===== src/include/afc_pkg.sv =====
// Purpose: constants and types for the automatic receive flow control block
// Assumes: 100 MHz ref_clk, register reached through a plain word port
// Notes: thresholds count 64-byte units of the receive data fifo
package afc_pkg;
    localparam logic [7:0] CONFIG_OFFSET = 8'hac;
    localparam int HI_MSB = 23;
    localparam int HI_LSB = 16;
    localparam int LO_MSB = 15;
    localparam int LO_LSB = 8;
    localparam int DUR_MSB = 7;
    localparam int DUR_LSB = 4;
    localparam int MULT_BIT = 3;
    localparam int BRD_BIT = 2;
    localparam int ADDR_BIT = 1;
    localparam int ANY_BIT = 0;
    localparam logic [31:0] CFG_RESET = 32'h0000_0000;
    localparam logic [31:0] CFG_WMASK = 32'h00ff_ffff;
    localparam int FIFO_LEVEL_W = 14;
    localparam int UNIT_SHIFT = 6;
    localparam int CLK_MHZ = 100;
    localparam int JAM_CNT_W = 17;
    // 10 Mb/s extra 2.2 us, held in ns
    localparam int SLOW_EXTRA_NS = 2200;
    localparam int SLOW_EXTRA_CYC = (SLOW_EXTRA_NS * CLK_MHZ) / 1000;
    localparam int JAM_STEP_US = 50;

    typedef enum logic [1:0] {
        AFC_IDLE = 2'b00,
        AFC_PAUSED = 2'b01
    } afc_state_t;

    // duration code to microseconds
    function automatic int jam_us(input logic [3:0] code);
        case (code)
            4'h0: jam_us = 5;
            4'h1: jam_us = 10;
            4'h2: jam_us = 15;
            4'h3: jam_us = 25;
            default: jam_us = JAM_STEP_US * (int'(code) - 3);
        endcase
    endfunction
endpackage


===== src/include/afc_jam_if.sv =====
// Purpose: carries a jam request to the jam timer and its busy state back
// Assumes: single clock domain
// Notes: start is a one-cycle pulse
`timescale 1ns/1ps
interface afc_jam_if;
    logic start;
    logic [3:0] code;
    logic slow;
    logic busy;
    modport ctrl (output start, output code, output slow, input busy);
    modport timer (input start, input code, input slow, output busy);
endinterface


===== src/hw/afc_flow_ctrl.sv =====
// Purpose: automatic receive flow control: pause frames and half-duplex jamming
// Assumes: fifo level in bytes; rx frame class pulses from the receive filter
// Notes: pause requests are held until the mac takes them with pause_ack or tx_enabled drops
`timescale 1ns/1ps
module afc_flow_ctrl (
    input wire logic ref_clk,
    input wire logic rst,
    input wire logic reg_wr,
    input wire logic reg_rd,
    input wire logic [7:0] reg_addr,
    input wire logic [31:0] reg_wdata,
    output logic [31:0] reg_rdata,
    input wire logic [afc_pkg::FIFO_LEVEL_W-1:0] rx_fifo_level,
    input wire logic full_duplex,
    input wire logic speed_10,
    input wire logic tx_enabled,
    input wire logic rx_preamble,
    input wire logic rx_frame_mcast,
    input wire logic rx_frame_bcast,
    input wire logic rx_frame_own,
    output logic pause_req,
    output logic pause_zero,
    input wire logic pause_ack,
    output logic back_pressure,
    output logic pause_sent
);
    typedef struct packed {
        logic [31:0] cfg;
        logic req;
        logic zero;
        logic sent;
        logic [31:0] rdata;
    } afc_fc_state_t;

    afc_fc_state_t s_q;
    afc_fc_state_t s_d;
    afc_jam_if jam ();

    logic [7:0] hi_lvl;
    logic [7:0] lo_lvl;
    logic [7:0] fill_units;
    logic above_hi;
    logic below_lo;
    logic afc_en;
    logic jam_match;

    // one decode shared by the write and read paths so they never disagree
    function automatic logic cfg_hit(input logic [7:0] addr);
        cfg_hit = (addr == afc_pkg::CONFIG_OFFSET);
    endfunction

    afc_jam_timer afc_jam_timer_i (
        .ref_clk(ref_clk),
        .rst(rst),
        .jam(jam)
    );

    always_comb
    begin
        hi_lvl = s_q.cfg[afc_pkg::HI_MSB:afc_pkg::HI_LSB];
        lo_lvl = s_q.cfg[afc_pkg::LO_MSB:afc_pkg::LO_LSB];
        // a 14-bit byte level in 64-byte units fits the 8-bit threshold fields exactly
        fill_units = rx_fifo_level[afc_pkg::FIFO_LEVEL_W-1:afc_pkg::UNIT_SHIFT];
        above_hi = fill_units >= hi_lvl;
        below_lo = fill_units < lo_lvl;
        afc_en = |s_q.cfg[afc_pkg::MULT_BIT:afc_pkg::ANY_BIT];
        if (s_q.cfg[afc_pkg::ANY_BIT])
        begin
            jam_match = rx_preamble;
        end
        else
        begin
            jam_match = (s_q.cfg[afc_pkg::MULT_BIT] && rx_frame_mcast)
                || (s_q.cfg[afc_pkg::BRD_BIT] && rx_frame_bcast)
                || (s_q.cfg[afc_pkg::ADDR_BIT] && rx_frame_own);
        end
    end

    assign jam.code = s_q.cfg[afc_pkg::DUR_MSB:afc_pkg::DUR_LSB];
    assign jam.slow = speed_10;
    // half duplex only; a busy timer absorbs a new match rather than restarting
    assign jam.start = !full_duplex && tx_enabled && above_hi && jam_match;

    always_comb
    begin
        s_d = s_q;
        if (reg_wr && cfg_hit(reg_addr))
        begin
            s_d.cfg = reg_wdata & afc_pkg::CFG_WMASK;
        end
        s_d.rdata = '0;
        if (reg_rd && cfg_hit(reg_addr))
        begin
            s_d.rdata = s_q.cfg;
        end
        if (s_q.req && pause_ack)
        begin
            s_d.req = 1'b0;
            s_d.sent = !s_q.zero;
        end
        if (!tx_enabled)
        begin
            s_d.req = 1'b0;
        end
        else if (!s_q.req && full_duplex)
        begin
            // only bit 0 arms full-duplex pause; low-level check uses the sent flag
            if (!s_q.sent && above_hi && s_q.cfg[afc_pkg::ANY_BIT])
            begin
                s_d.req = 1'b1;
                s_d.zero = 1'b0;
            end
            else if (s_q.sent && below_lo && afc_en)
            begin
                s_d.req = 1'b1;
                s_d.zero = 1'b1;
            end
        end
    end

    always_ff @(posedge ref_clk)
    begin
        if (rst)
        begin
            s_q.cfg <= afc_pkg::CFG_RESET;
            s_q.req <= 1'b0;
            s_q.zero <= 1'b0;
            s_q.sent <= 1'b0;
            s_q.rdata <= '0;
        end
        else
        begin
            s_q <= s_d;
        end
    end

    assign reg_rdata = s_q.rdata;
    assign pause_req = s_q.req;
    assign pause_zero = s_q.zero;
    assign pause_sent = s_q.sent;
    assign back_pressure = jam.busy && tx_enabled;
endmodule


===== src/hw/afc_jam_timer.sv =====
// Purpose: holds back pressure for the programmed duration
// Assumes: start may pulse while busy; such a start is ignored
// Notes: duration fixed at start; later code changes wait for the next jam
`timescale 1ns/1ps
module afc_jam_timer (
    input wire logic ref_clk,
    input wire logic rst,
    afc_jam_if.timer jam
);
    typedef struct packed {
        logic [afc_pkg::JAM_CNT_W-1:0] cnt;
        logic busy;
    } afc_jt_state_t;

    afc_jt_state_t s_q;
    afc_jt_state_t s_d;

    function automatic logic [afc_pkg::JAM_CNT_W-1:0] jam_cycles(input logic [3:0] code,
                                                                  input logic slow);
        int c;
        c = afc_pkg::jam_us(code) * afc_pkg::CLK_MHZ;
        if (slow)
        begin
            c = c + afc_pkg::SLOW_EXTRA_CYC;
        end
        // longest code at 10 Mb/s stays well inside the counter width
        jam_cycles = c[afc_pkg::JAM_CNT_W-1:0];
    endfunction

    always_comb
    begin
        s_d = s_q;
        if (jam.start && !s_q.busy)
        begin
            s_d.cnt = jam_cycles(jam.code, jam.slow) - 1'b1;
            s_d.busy = 1'b1;
        end
        else if (s_q.busy)
        begin
            if (s_q.cnt == '0)
            begin
                s_d.busy = 1'b0;
            end
            else
            begin
                s_d.cnt = s_q.cnt - 1'b1;
            end
        end
    end

    always_ff @(posedge ref_clk)
    begin
        if (rst)
        begin
            s_q <= '0;
        end
        else
        begin
            s_q <= s_d;
        end
    end

    assign jam.busy = s_q.busy;
endmodule


===== config.mk =====
export PLATFORM = sky130hd
export DESIGN_NAME = afc_flow_ctrl
export DESIGN_NICKNAME = d
export VERILOG_FILES = /design/src/include/afc_pkg.sv /design/src/include/afc_jam_if.sv /design/src/hw/afc_flow_ctrl.sv /design/src/hw/afc_jam_timer.sv
export SDC_FILE = /design/constraint.sdc
export NUM_CORES = 1
export LEC_CHECK = 0
export BUFFER_PORTS_ARGS = -buffer_cell sky130_fd_sc_hd__clkbuf_2
export CAP_MARGIN = 20
export CORE_ASPECT_RATIO = 1.5
export CORE_UTILIZATION = 42
export CTS_CLUSTER_SIZE = 25
export DETAILED_ROUTE_END_ITERATION = 10
export PLACE_DENSITY = 0.69
export SLEW_MARGIN = 25
export SYNTH_ARGS = -nofsm -noshare
export SYNTH_HDL_FRONTEND = slang
export SYNTH_SLANG_ARGS = --single-unit
export TNS_END_PERCENT = 20

===== constraint.sdc =====
create_clock -name ref_clk -period 16.5 [get_ports ref_clk]
set_input_delay 2.475 -clock ref_clk [delete_from_list [all_inputs] [get_ports ref_clk]]
set_output_delay 2.475 -clock ref_clk [all_outputs]
set_load 0.005 [all_outputs]

==> results.md <==
- Outcome: finished, final reports clean
- TritonCTS buffer count: 9
- CP endpoint kind: register
- Worst vdd ir: about 0.05 mV
- Most frequent cell after synthesis: nor2_1
- Largest net degree at the start of global routing: between 40 and 50
- RSZ-0062 raised after global routing: false
- Tightest Hold Check Type: register to register
- Clock Latency Late Sink: ~0.33 ns
- PortBufs: 79
- Flop-to-flop setup slack: around 9.3 ns
- Detail Placement HPWL: ~9000 um
- GRT Total Usage: 0.175
- Final GP Congestion: 0.838
- Most area-consuming cells after synthesis: dfxtp_1 25%, ha_1 16%, xnor2_1 5.3%
- TritonRoute pass-1 iters: 4
- Synth Warn #: 0
- Cells on worst reg2reg path: 27
- Post-synth EDFFs: 0
- Via count: 4,586
- FP Rows: 51
- Switching Fraction: 0.229
- CP arrival: around 7.5 ns
- Mapped Cells: ~660
- Setup_tns: 0 ns
- Maximum fanout along the worst path: 11
- Multi-input logic area: 0.00368 sq mm
- Fraction of layout cells with a size suffix above 1: 0.148
- Vias per cell: between 5 and 6
- Initial Utilization: 0.430
- Vias in the first global route: 4,392
- Initial antenna violation count: 0
- Setup-failing EPs final: 0
- Most area-hungry cell type in the Yosys netlist: dfxtp_1
- Power Density: 61.7 mW/mm^2
- Post-synth top cells: 71 x nor2_1, 70 x ha_1, 69 x dfxtp_1
- Critical Path Sink: afc_jam_timer_i.s_q[15]
- Reg power frac: 0.436
- Average wire per standard cell: around 13 um
- Num ports: about 100
- Rel. slew slack: 0.351
- R2r startpoint: jam.code[0]
- CTS hold repair buffers: 0
- Worst Setup SP: jam.code[0]
- Synth unique cells: between 60 and 70
- Post-CTS Setup Bufs: 0
- Pint: approximately 290 uW
- Cell Area, Synth: 0.00560 sq mm
- TritonCTS clock tree: yes
- Avg Cell Area, Syn: between 8 and 9 sq um
- Synth Flop Type: dfxtp_1
- #FFs+latches synth: between 60 and 70
- RR Endpoint: afc_jam_timer_i.s_q[15]
- Post-layout util: 0.476
- Crit Path Class: register to register
- Clk buf depth: 2
- Fmax: roughly 140 MHz
- Final Net Count: about 860
- Syn-to-layout area delta: 10.7%
- Psw: approximately 88 uW
- Top-area cell type share of the netlist area: 0.247
- Required @ worst endpoint: between 15 and 20 ns
- LEAKAGE: between 0.002 and 0.003 uW
- Seq/Total Area, Yosys: 0.247
- Inserted Diodes: 0
- Comb power frac: 0.063
- MaxCap Viol Count: 0
- CTS resizes: 0
- Category of the worst setup path launch point: register
- Fill cell count: approximately 1,300
- Final hold viol count: 0
- Die ar.: between 0.01 and 0.015 sq mm
- Drt total wl: roughly 11,000 um
- Setup Skew: a little under 0.004 ns
- First-pass GRT wire length: 19,000 um
- Post-DRT Antenna Nets: 0
- Die span in y: between 100 and 150 um
- Slew Limit Fails: 0
- 1st-iter DRT viols: roughly 130
- Clk pin slew, worst setup/hold paths: approximately 0.060 ns
- Core area: between 0.01 and 0.015 sq mm
- Least-Margin Pin Slew: a little under 1 ns
- Fin crit period: just over 7 ns
- H-tree depth: 3
- Die W: 96.3 um
- CTS root buf: clkbuf_16
- Reg area: 0.00138 sq mm
- DR DRC count: 0
- Period utilization: 0.439
- Gr ovfl total: 0
- Clock share of power: 0.501
- Async SR Flop Fraction: 0
- CTS sink cnt: 69
power by group through the flow:
stage	Clock [uW]	Combinational (uW)	Sequential [uW]
2_1_floorplan	0	15.6	170
3_3_place_gp	0	23.9	170
3_5_place_dp	0	24.1	170
4_1_cts	195	24.4	167
5_1_grt	202	27.4	167
6_report	192	24.2	167
sequential cells by signal (all words and copies together), names as in the netlist:
register / count
afc_jam_timer_i.jam.busy: 1
afc_jam_timer_i.s_q: 17
hi_lvl: 8
jam.code: 4
lo_lvl: 8
pause_req: 1
pause_sent: 1
pause_zero: 1
reg_rdata: 24
s_q: 4
worst max-delay path, stage by stage, from the launching register on:
cell and delay (ns):
dfxtp_1 0.41, ha_1 0.41, nor3_1 0.62, inv_1 0.23, fa_1 0.49, inv_1 0.07, ha_1 0.17, inv_1 0.06
fa_1 0.48, inv_1 0.04, ha_1 0.34, a21oi_1 0.15, nor2_1 0.05, nor2_1 0.16, ha_1 0.28, nor2_1 0.24
fa_1 0.44, ha_1 0.31, ha_1 0.33, inv_1 0.10, a2111oi_0 0.32, nand4b_1 0.22, nand4_1 0.13, xnor2_1 0.23
nor4b_4 0.32, xnor2_1 0.12, a222oi_1 0.34, nor2_1 0.08
layer usage:
metal / global-route usage / wire length [um] / up-vias
met1: 0.169 / 4480 / 2102
met2: 0.352 / 6210 / 110
li1: - / - / 2348
met4: 0.0778 / 288 / 0
met5: 0 / 0 / -
met3: 0.0228 / 424 / 26
layout make-up:
type,instances,area share
Clock inverter,7,0.0121
Clock buffer,9,0.0363
Multi-Input combinational cell,487,0.594
Sequential cell,69,0.223
Inverter,62,0.0375
Timing Repair Buffer,80,0.0650
Tap cell,159,0.0321
placed cells by master, fill, tap and decap left out, types with 6 or more instances in the layout:
cell type  instances
conb_1             8
fa_1              12
a21oi_1           33
nor3b_1            8
nand4_1            9
and2_1            31
clkbuf_16          9
a21o_1            12
inv_1             62
xnor2_1           34
mux2i_1           25
nor3_1            18
nor2_1            71
o21ai_0           23
dfxtp_1           69
clkbuf_2          79
nand3_1           10
nand2_1           24
xor2_1            11
a31oi_1            6
nor4_1             8
ha_1              70
logic make-up (layout without fill, tap and decap cells):
family                   after synthesis  in the layout  share of synthesized area
AND/OR/NAND/NOR                      208            208                      0.195
AO/OA/AOI/OAI                        118            118                      0.141
buffers and inverters                115            158                      0.100
adder cells (fa/ha/maj)               82             82                      0.199
flip-flops                            69             69                      0.247
XOR/XNOR                              45             45                     0.0704
multiplexers                          26             26                     0.0467
other                                  1              8                   0.000670
how the worst min path moves through the flow:
stage / startpoint / to / slack, ns / cells after the start
CTS: afc_jam_timer_i.s_q[7] / afc_jam_timer_i.s_q[7] / 0.48 / 2
floorplan: afc_jam_timer_i.s_q[7] / afc_jam_timer_i.s_q[7] / 0.45 / 2
global placement: hi_lvl[7] / reg_rdata[23] / 0.46 / 1
finish: afc_jam_timer_i.s_q[7] / afc_jam_timer_i.s_q[7] / 0.48 / 2
detailed placement: hi_lvl[7] / reg_rdata[23] / 0.47 / 1
global route: lo_lvl[3] / reg_rdata[11] / 0.50 / 1
metrics by stage:
stage                     power [uW]  instances  hold WS (ns)  setup WS (ns)  instance area [sq um]
final                            383        873         0.478           9.26                   6200
after global routing             396        873         0.501           8.63                   6200
after CTS                        386        873         0.479           9.22                   6200
after detailed placement         195        857         0.468           9.24                   5900
after global placement           194        857         0.464           9.30                   5900
after floorplan                  186        671         0.450           9.99                   5630
Power figures use the tool's default switching activity.
